## config.mk

```make
export PLATFORM = sky130hd
export DESIGN_NAME = slm_top
export DESIGN_NICKNAME = d
export VERILOG_FILES = /design/src/hw/slm_pkg.sv /design/src/hw/slm_lmfc.sv /design/src/hw/slm_top.sv
export VERILOG_INCLUDE_DIRS = /design/src /design/src/hw
export SDC_FILE = /design/constraint.sdc
export NUM_CORES = 1
export LEC_CHECK = 0
export ABC_AREA = 1
export CAP_MARGIN = 20
export CORE_MARGIN = 2
export CORE_UTILIZATION = 60
export DETAILED_ROUTE_END_ITERATION = 16
export DONT_BUFFER_PORTS = 1
export MAX_ROUTING_LAYER = met4
export PLACE_DENSITY = 0.82
export SKIP_CTS_REPAIR_TIMING = 1
export SYNTH_ARGS = -nofsm -noshare
export SYNTH_HDL_FRONTEND = slang
export SYNTH_SLANG_ARGS = --single-unit
```

## constraint.sdc

```tcl
create_clock -name i_clk -period 4 [get_ports i_clk]
set_clock_uncertainty 0.2 [all_clocks]
set_input_delay 0.8 -clock i_clk [delete_from_list [all_inputs] [get_ports i_clk]]
set_output_delay 0.8 -clock i_clk [all_outputs]
set_load 0.03 [all_outputs]
```

## src/hw/slm_map.svh

```systemverilog
/*
  Register offsets, bit positions, reset values and sizes of the SYSREF/LMFC
  sync monitor. Assumes the includer only needs plain `define constants.
*/
`ifndef SLM_MAP_SVH
`define SLM_MAP_SVH
`define SLM_A_MASK 12'h020
`define SLM_A_FLAG 12'h024
`define SLM_A_FRM 12'h031
`define SLM_A_CLK0 12'h032
`define SLM_A_CLK1 12'h033
`define SLM_A_MEAS0 12'h034
`define SLM_A_MEAS1 12'h035
`define SLM_A_TALLY 12'h036
`define SLM_A_PH0 12'h037
`define SLM_A_PH1 12'h038
`define SLM_A_TOL 12'h039
`define SLM_A_MODE 12'h03a
`define SLM_A_TX 12'h03f
`define SLM_B_JIT 4
`define SLM_B_RDY 3
`define SLM_B_FIFO 2
`define SLM_B_PQ 1
`define SLM_B_PI 0
`define SLM_B_GATE 7
`define SLM_B_PINSEL 2
`define SLM_EV_W 5
`define SLM_RST_GATE 1'b1
`define SLM_RST_PINSEL 1'b0
`define SLM_DAC_W 16
`define SLM_LMFC_PERIOD 128
`define SLM_FRAME_CLKS 4
`endif

```

## src/hw/slm_pkg.sv

```systemverilog
/*
  Types of the SYSREF/LMFC sync monitor: sync modes and the packed state
  records. Assumes slm_map.svh is on the include path.
*/
`include "slm_map.svh"
package slm_pkg;
   typedef enum logic [1:0] {
      SLM_MON = 2'b00,
      SLM_CONT = 2'b01,
      SLM_ONCE = 2'b10,
      SLM_RSVD = 2'b11
   } slm_mode_t;

   typedef struct packed {
      logic [11:0] cnt;
      logic run;
      logic [11:0] mcnt;
      logic [11:0] meas;
      logic valid;
   } slm_lmfc_t;

   typedef struct packed {
      logic [`SLM_EV_W-1:0] mask;
      logic [`SLM_EV_W-1:0] flag;
      logic [4:0] frames;
      logic [11:0] clocks;
      logic [5:0] tol;
      slm_mode_t mode;
      logic gate;
      logic pinsel;
      logic [7:0] tally;
      logic [7:0] snap_tally;
      logic [11:0] snap_meas;
      logic [11:0] snap_phase;
      logic [11:0] live_meas;
      logic [11:0] live_phase;
      logic have_prev;
      logic sr_meta;
      logic sr_sync;
      logic sr_prev;
      logic tx_meta;
      logic tx_sync;
      logic [11:0] ph_meta;
      logic [11:0] ph_sync;
      logic [7:0] rdata;
      logic rvalid;
      logic [`SLM_DAC_W-1:0] dac;
   } slm_state_t;
endpackage

```

## src/hw/slm_lmfc.sv

```systemverilog
/*
  LMFC down-counter with realign load and SYSREF-to-LMFC delay measurement.
  Assumes i_ref_rise and i_realign are single-cycle pulses on i_clk.
*/
`include "slm_map.svh"
module slm_lmfc #(
   parameter int PERIOD = `SLM_LMFC_PERIOD,
   parameter int FRAME_CLKS = `SLM_FRAME_CLKS
) (
   input wire logic i_clk,
   input wire logic i_srst,
   input wire logic i_ref_rise,
   input wire logic i_realign,
   input wire logic [4:0] i_frames,
   input wire logic [11:0] i_clocks,
   output logic o_lmfc_edge,
   output logic [11:0] o_meas,
   output logic o_meas_valid
);
   slm_pkg::slm_lmfc_t q;
   slm_pkg::slm_lmfc_t d;

   // Total offset folded into one multiframe
   function automatic logic [11:0] delay_mod(input logic [4:0] f, input logic [11:0] c);
      int unsigned t;
      t = int'(f) * FRAME_CLKS + int'(c);
      delay_mod = 12'(t % PERIOD);
   endfunction

   always_comb
   begin
      d = q;
      d.valid = 1'b0;
      if (q.cnt == 12'h000)
         d.cnt = 12'(PERIOD - 1);
      else
         d.cnt = q.cnt - 12'h001;
      if (q.run)
         d.mcnt = q.mcnt + 12'h001;
      if (q.run && q.cnt == 12'h000)
      begin
         d.meas = {q.mcnt[11:2], 2'b00};
         d.valid = 1'b1;
         d.run = 1'b0;
      end
      if (i_ref_rise)
      begin
         d.run = 1'b1;
         d.mcnt = 12'h000;
      end
      if (i_realign)
         d.cnt = delay_mod(i_frames, i_clocks);
      if (i_srst)
         d = '0;
   end

   always_ff @(posedge i_clk)
      q <= d;

   assign o_lmfc_edge = (q.cnt == 12'h000);
   assign o_meas = q.meas;
   assign o_meas_valid = q.valid;
endmodule

```

## src/hw/slm_top.sv

```systemverilog
/*
  SYSREF/LMFC sync monitor: register file, sync modes, event flags, irq and
  DAC data gate. Assumes a simple one-cycle register port, event inputs on
  i_clk, and SYSREF, TX enable pin and phase sampler asynchronous.
*/
`include "slm_map.svh"
module slm_top #(
   parameter int LMFC_PERIOD = `SLM_LMFC_PERIOD,
   parameter int FRAME_CLKS = `SLM_FRAME_CLKS
) (
   input wire logic i_clk,
   input wire logic i_srst,
   input wire logic i_reg_wr,
   input wire logic i_reg_rd,
   input wire logic [11:0] i_reg_addr,
   input wire logic [7:0] i_reg_wdata,
   output logic [7:0] o_reg_rdata,
   output logic o_reg_rvalid,
   input wire logic i_sysref,
   input wire logic i_tx_enable_pin,
   input wire logic [11:0] i_ref_event_phase,
   input wire logic i_link_receiver_ready,
   input wire logic i_lane_fifo_err,
   input wire logic i_quad_pattern_err,
   input wire logic i_inphase_pattern_err,
   input wire logic [`SLM_DAC_W-1:0] i_dp_data,
   output logic [`SLM_DAC_W-1:0] o_dac_data,
   output logic o_irq,
   output logic o_lmfc_edge,
   output logic o_realign
);
   slm_pkg::slm_state_t q;
   slm_pkg::slm_state_t d;
   logic ref_rise;
   logic realign;
   logic meas_valid;
   logic [11:0] meas;
   logic jitter;
   logic [11:0] diff;
   logic [11:0] window;
   logic [`SLM_EV_W-1:0] ev;

   assign ref_rise = q.sr_sync & ~q.sr_prev;
   assign realign = ref_rise && (q.mode == slm_pkg::SLM_CONT || q.mode == slm_pkg::SLM_ONCE);

   slm_lmfc #(
      .PERIOD(LMFC_PERIOD),
      .FRAME_CLKS(FRAME_CLKS)
   ) u_lmfc (
      .i_clk(i_clk),
      .i_srst(i_srst),
      .i_ref_rise(ref_rise),
      .i_realign(realign),
      .i_frames(q.frames),
      .i_clocks(q.clocks),
      .o_lmfc_edge(o_lmfc_edge),
      .o_meas(meas),
      .o_meas_valid(meas_valid)
   );

   assign diff = (meas > q.live_meas) ? meas - q.live_meas : q.live_meas - meas;
   assign window = {6'h00, q.tol[5:2], 2'b00};
   assign jitter = meas_valid && q.have_prev && (diff > window);
   assign ev[`SLM_B_JIT] = jitter;
   assign ev[`SLM_B_RDY] = ~i_link_receiver_ready;
   assign ev[`SLM_B_FIFO] = i_lane_fifo_err;
   assign ev[`SLM_B_PQ] = i_quad_pattern_err;
   assign ev[`SLM_B_PI] = i_inphase_pattern_err;

   always_comb
   begin
      d = q;
      // Metastability guard, first stage read only by second
      d.sr_meta = i_sysref;
      d.sr_sync = q.sr_meta;
      d.sr_prev = q.sr_sync;
      d.tx_meta = i_tx_enable_pin;
      d.tx_sync = q.tx_meta;
      d.ph_meta = i_ref_event_phase;
      d.ph_sync = q.ph_meta;
      if (ref_rise)
      begin
         d.tally = q.tally + 8'h01;
         d.live_phase = q.ph_sync;
      end
      if (realign && q.mode == slm_pkg::SLM_ONCE)
         d.mode = slm_pkg::SLM_MON;
      if (meas_valid)
      begin
         d.live_meas = meas;
         d.have_prev = 1'b1;
      end
      if (i_reg_wr)
      begin
         case (i_reg_addr)
            `SLM_A_MASK: d.mask = i_reg_wdata[`SLM_EV_W-1:0];
            `SLM_A_FLAG: d.flag = q.flag & ~i_reg_wdata[`SLM_EV_W-1:0];
            `SLM_A_FRM: d.frames = i_reg_wdata[4:0];
            `SLM_A_CLK0: d.clocks[7:0] = i_reg_wdata;
            `SLM_A_CLK1: d.clocks[11:8] = i_reg_wdata[3:0];
            `SLM_A_MEAS0, `SLM_A_MEAS1, `SLM_A_PH0, `SLM_A_PH1:
            begin
               d.snap_meas = q.live_meas;
               d.snap_phase = q.live_phase;
               d.snap_tally = q.tally;
            end
            `SLM_A_TALLY:
            begin
               d.tally = 8'h00;
               d.snap_tally = 8'h00;
            end
            `SLM_A_TOL: d.tol = i_reg_wdata[5:0];
            `SLM_A_MODE: d.mode = slm_pkg::slm_mode_t'(i_reg_wdata[1:0]);
            `SLM_A_TX:
            begin
               d.gate = i_reg_wdata[`SLM_B_GATE];
               d.pinsel = i_reg_wdata[`SLM_B_PINSEL];
            end
            default:
            begin
            end
         endcase
      end
      // inphase error sets
      // Set beats a same-cycle clear so no event is lost
      d.flag = d.flag | ev;
      d.rvalid = i_reg_rd;
      d.rdata = 8'h00;
      if (i_reg_rd)
      begin
         case (i_reg_addr)
            `SLM_A_MASK: d.rdata = {3'h0, q.mask};
            `SLM_A_FLAG: d.rdata = {3'h0, q.flag};
            `SLM_A_FRM: d.rdata = {3'h0, q.frames};
            `SLM_A_CLK0: d.rdata = q.clocks[7:0];
            `SLM_A_CLK1: d.rdata = {4'h0, q.clocks[11:8]};
            `SLM_A_MEAS0: d.rdata = q.snap_meas[7:0];
            `SLM_A_MEAS1: d.rdata = {4'h0, q.snap_meas[11:8]};
            `SLM_A_TALLY: d.rdata = q.snap_tally;
            `SLM_A_PH0: d.rdata = q.snap_phase[7:0];
            `SLM_A_PH1: d.rdata = {4'h0, q.snap_phase[11:8]};
            `SLM_A_TOL: d.rdata = {2'h0, q.tol};
            `SLM_A_MODE: d.rdata = {6'h00, q.mode};
            `SLM_A_TX: d.rdata = {q.gate, 4'h0, q.pinsel, 2'h0};
            default: d.rdata = 8'h00;
         endcase
      end
      if (q.pinsel ? q.tx_sync : q.gate)
         d.dac = i_dp_data;
      else
         d.dac = '0;
      if (i_srst)
      begin
         d = '0;
         d.gate = `SLM_RST_GATE;
         d.pinsel = `SLM_RST_PINSEL;
      end
   end

   always_ff @(posedge i_clk)
      q <= d;

   assign o_reg_rdata = q.rdata;
   assign o_reg_rvalid = q.rvalid;
   assign o_dac_data = q.dac;
   assign o_realign = realign;
   assign o_irq = |(q.flag & q.mask);
endmodule

```

==> flow_summary.yaml <==
status:
  status: "completed"
die:
  start_util: 0.613
  core_sq_um: 14500
  pin_count: 86
  die-height_microns: 126
  std_cell_rows: 44
  chipWidth_microns: 126
  fp.dieArea_sq_um: 15800
flow_run:
  maxCapViolCount: 0
synth:
  number_of_enable_type_register_cells_in_the_synthesized_netlist: 0
  synth.net_count: 1267
  yosysUniqueCellTypes: 52
  synth_flop_type: "dfxtp_1"
  mappedNetlistArea_sq_um: 8880
  per_instance_average_area_after_synthesis_sq_um: 7.56
  synth_seq_cells: 188
  asyncSetResetFlopFracSynth: 0
  synth_sequential_area_ratio: 0.424
  warnings_synthesis: 0
  post_synth_inst_count: 1175
finish:
  area_delta_synth_final_pct: 6.50
  antenna-diode-count: 0
  num-nets-final: 1237
  filler_cells: 1263
  drive_above_1_share: 0.0708
clocking:
  clkLatencyLatePin_ns: 0.43
  ctsLongestPathBuffers: 2
  clock_sink_count: 188
  h-tree-depth: 4
  cts_tree: "done"
  clkSlewWorstSetupHoldPaths_ns: 0.07
  cts_root_buffer: "clkbuf_16"
  cts_inserted_buffers: 17
critical_path:
  timing.critical_path.buf_inv: 3
  critical_path_required_ns: 4.11
  cp-start-kind: "flip-flop"
  reg2reg_slack_ns: 0.73
  worstPathCellList: "inv_1, ha_1, inv_1, fa_1, nand3_1, nand3_1, nand2_2, mux2i_1, xor2_1, inv_1, ha_1, a21oi_1, o21ai_0, o21ai_0, nand2_1, nor2_1, nand2_1, nand2_1, a21oi_1"
  worst_ep_arrival_time_ns: 3.37
  timing.critical_path.to_type: "flip-flop"
  critical-path-slowest-cell: "fa_1"
  critical_path.max_fanout: 10
  worstSetupPathType: "flip-flop to flip-flop"
  worst_path_dominant_cell_family: "adder cells"
  critical-path-max-stage-delay_ns: 0.43
global_route:
  initial_antenna_violation_count: 0
  first_pass_grt_wire_length_mm: 32.8
  global_route_usage_over_all_layers: 0.267
  global_route.overflow_total: 0
  first_global_vias: 6780
  grt_start_max_net_pins: 77
routing:
  drtIter0Drc: 603
  postRouteAntennaNets: 0
  post-route-drc-count: 0
  initial_drt_pass_iterations: 6
  number_of_vias_in_the_routed_layout: 7385
  routed_wire_length_per_instance_microns: 15.1
  via_per_inst: 5.50
  wirelength_mm: 20.2
worst_hold_path:
  min-delay-path-class: "flip-flop to flip-flop"
power_and_ir_drop:
  post-layout-total-power_w: 0.00467
  powerDensity_nw_per_um2: 494
  power_leakage_nw: 4.17
  ir_drop_mv: 0.332
placement:
  count_of_buffers_inserted_at_the_top_level_ports: 0
  place_worst_setup_slack_ns: 0.764
  hpwlAfterDp_mm: 15.0
  gpl.final_weighted_congestion: 0.967
timing:
  finalHoldViolCount: 0
  period_needed_ns: 3.27
  drv_slew: 0
  fin_crit_sh: 0.816
  final.setup.worst_slack_ns: 0.734
  fin_tns_setup_ns: 0
  slew_headroom: 0.293
  setup_repair_after_global_routing_missed_its_margin: "no"
  max_slew.worst_pin.slew_ns: 1.05
  timing.fmax_mhz: 306
  finalSetupViolations: 0
==> placed cells by master (no fill, tap or decap), types with 5 or more instances in the layout <==
cell         n
nor2_1     178
nor3b_1      9
o21a_1      14
nand2_2      7
dfxtp_1    188
inv_2       10
inv_8        5
nand4_1     14
a22oi_1      6
xor2_1      15
clkbuf_16   17
buf_4        8
o22ai_1      8
nand2_1    153
nor3_1      11
a211oi_1    11
a221oi_1     6
nor2_4       7
o31ai_1      5
xnor2_1      7
ha_1        31
inv_1      175
nand3_1     51
o21ai_0     70
a21oi_1     96
==> registers in the layout, indices dropped and copies added, names as in the netlist <==
name	count
u_lmfc.o_meas_valid	1
q	127
u_lmfc.q	25
o_reg_rvalid	1
u_lmfc.o_meas	10
o_reg_rdata	8
o_dac_data	16
==> synthesized netlist by cell type (2+ instances only) <==
| master | number | area share |
|---|---|---|
| nor3_1 | 11 | 0.0062 |
| inv_1 | 175 | 0.074 |
| buf_6 | 2 | 0.0025 |
| buf_4 | 24 | 0.020 |
| ha_1 | 31 | 0.044 |
| nand3_4 | 2 | 0.0039 |
| clkinv_1 | 3 | 0.0013 |
| a221oi_1 | 6 | 0.0059 |
| nor2_2 | 2 | 0.0014 |
| o21ai_1 | 3 | 0.0017 |
| a211oi_2 | 2 | 0.0028 |
| o211ai_1 | 4 | 0.0034 |
| o21bai_1 | 2 | 0.0017 |
| a22oi_1 | 6 | 0.0051 |
| nand3_1 | 51 | 0.029 |
| nor2_8 | 2 | 0.0045 |
| clkbuf_2 | 2 | 0.0011 |
| nand4_1 | 14 | 0.0099 |
| nor2_1 | 178 | 0.075 |
| inv_2 | 10 | 0.0042 |
| mux2i_1 | 2 | 0.0023 |
| nand2_2 | 7 | 0.0049 |
| buf_1 | 2 | 0.00085 |
| dfxtp_1 | 188 | 0.42 |
| o221ai_1 | 4 | 0.0039 |
| nand2_1 | 153 | 0.065 |
| o22ai_1 | 8 | 0.0056 |
| clkbuf_1 | 21 | 0.0089 |
| o21a_1 | 14 | 0.012 |
| buf_2 | 6 | 0.0034 |
| a211oi_1 | 11 | 0.0093 |
| a21oi_1 | 96 | 0.054 |
| fa_1 | 3 | 0.0068 |
| xnor2_1 | 7 | 0.0069 |
| and3_1 | 3 | 0.0021 |
| xor2_1 | 15 | 0.015 |
| nor3_2 | 2 | 0.0023 |
| o31ai_1 | 5 | 0.0042 |
| nor2_4 | 7 | 0.0089 |
| o21ai_0 | 70 | 0.039 |
| inv_4 | 2 | 0.0014 |
| nor3b_1 | 9 | 0.0076 |
==> through the flow <==
stage | hold WS [ns] | utilization | area [sq um] | cells
floorplan | 0.188 | - | 8880 | 1175
global placement | 0.190 | 0.610 | 8830 | 1309
detailed placement | 0.194 | 0.610 | 8830 | 1309
CTS | 0.204 | 0.652 | 9450 | 1341
global route | 0.214 | 0.653 | 9450 | 1342
finish | 0.201 | 0.653 | 9450 | 1342
==> report_power, final <==
group | leakage [nW] | internal [W] | switching (W)
clock network | 0.303 | 0.000965 | 0.000761
registers | 1.53 | 0.00197 | 0.0000859
logic | 2.33 | 0.000321 | 0.000571
total | 4.17 | 0.00325 | 0.00142
==> path summary, 6_finish.rpt <==
kind                    startpoint     end  cells past startpoint
setup reg to reg  u_lmfc.o_meas[2]  q[150]                     19
hold / removal               q[44]   q[32]                      2
setup / recovery  u_lmfc.o_meas[2]  q[150]                     19
hold reg to reg              q[44]   q[32]                      2
==> layout make-up <==
class | count | area (sq um) | share of cell area
multi-input cells | 740 | 4070 | 0.430
flip-flops and latches | 188 | 3760 | 0.398
inverters | 190 | 718 | 0.0760
clock buffers | 18 | 439 | 0.0465
well taps | 184 | 230 | 0.0244
clock inverters | 14 | 176 | 0.0187
repair buffers | 8 | 60.1 | 0.00635
==> logic make-up (layout without fill, tap and decap cells) <==
logic type	count (synthesis)	in the layout	share of synthesized area
AND/OR/NAND/NOR	448	448	0.228
buffers and inverters	247	230	0.118
AO/OA/AOI/OAI	234	234	0.155
flip-flops	188	188	0.424
adder cells (fa/ha/maj)	34	34	0.0505
XOR/XNOR	22	22	0.0217
multiplexers	2	2	0.00226
==> layer usage <==
| metal | GRT usage | wire length (microns) | part of all wire |
|---|---|---|---|
| met5 | - | 0 | 0 |
| met4 | 0.0882 | 522 | 0.026 |
| met3 | 0.0561 | 1520 | 0.075 |
| met2 | 0.428 | 9430 | 0.47 |
| met1 | 0.339 | 8770 | 0.43 |
==> tightest hold or removal path: stages (launching register included) <==
cell and delay [ns]:
dfxtp_1 0.30, inv_1 0.04, nor2_1 0.03
Power figures use the tool's default switching activity.
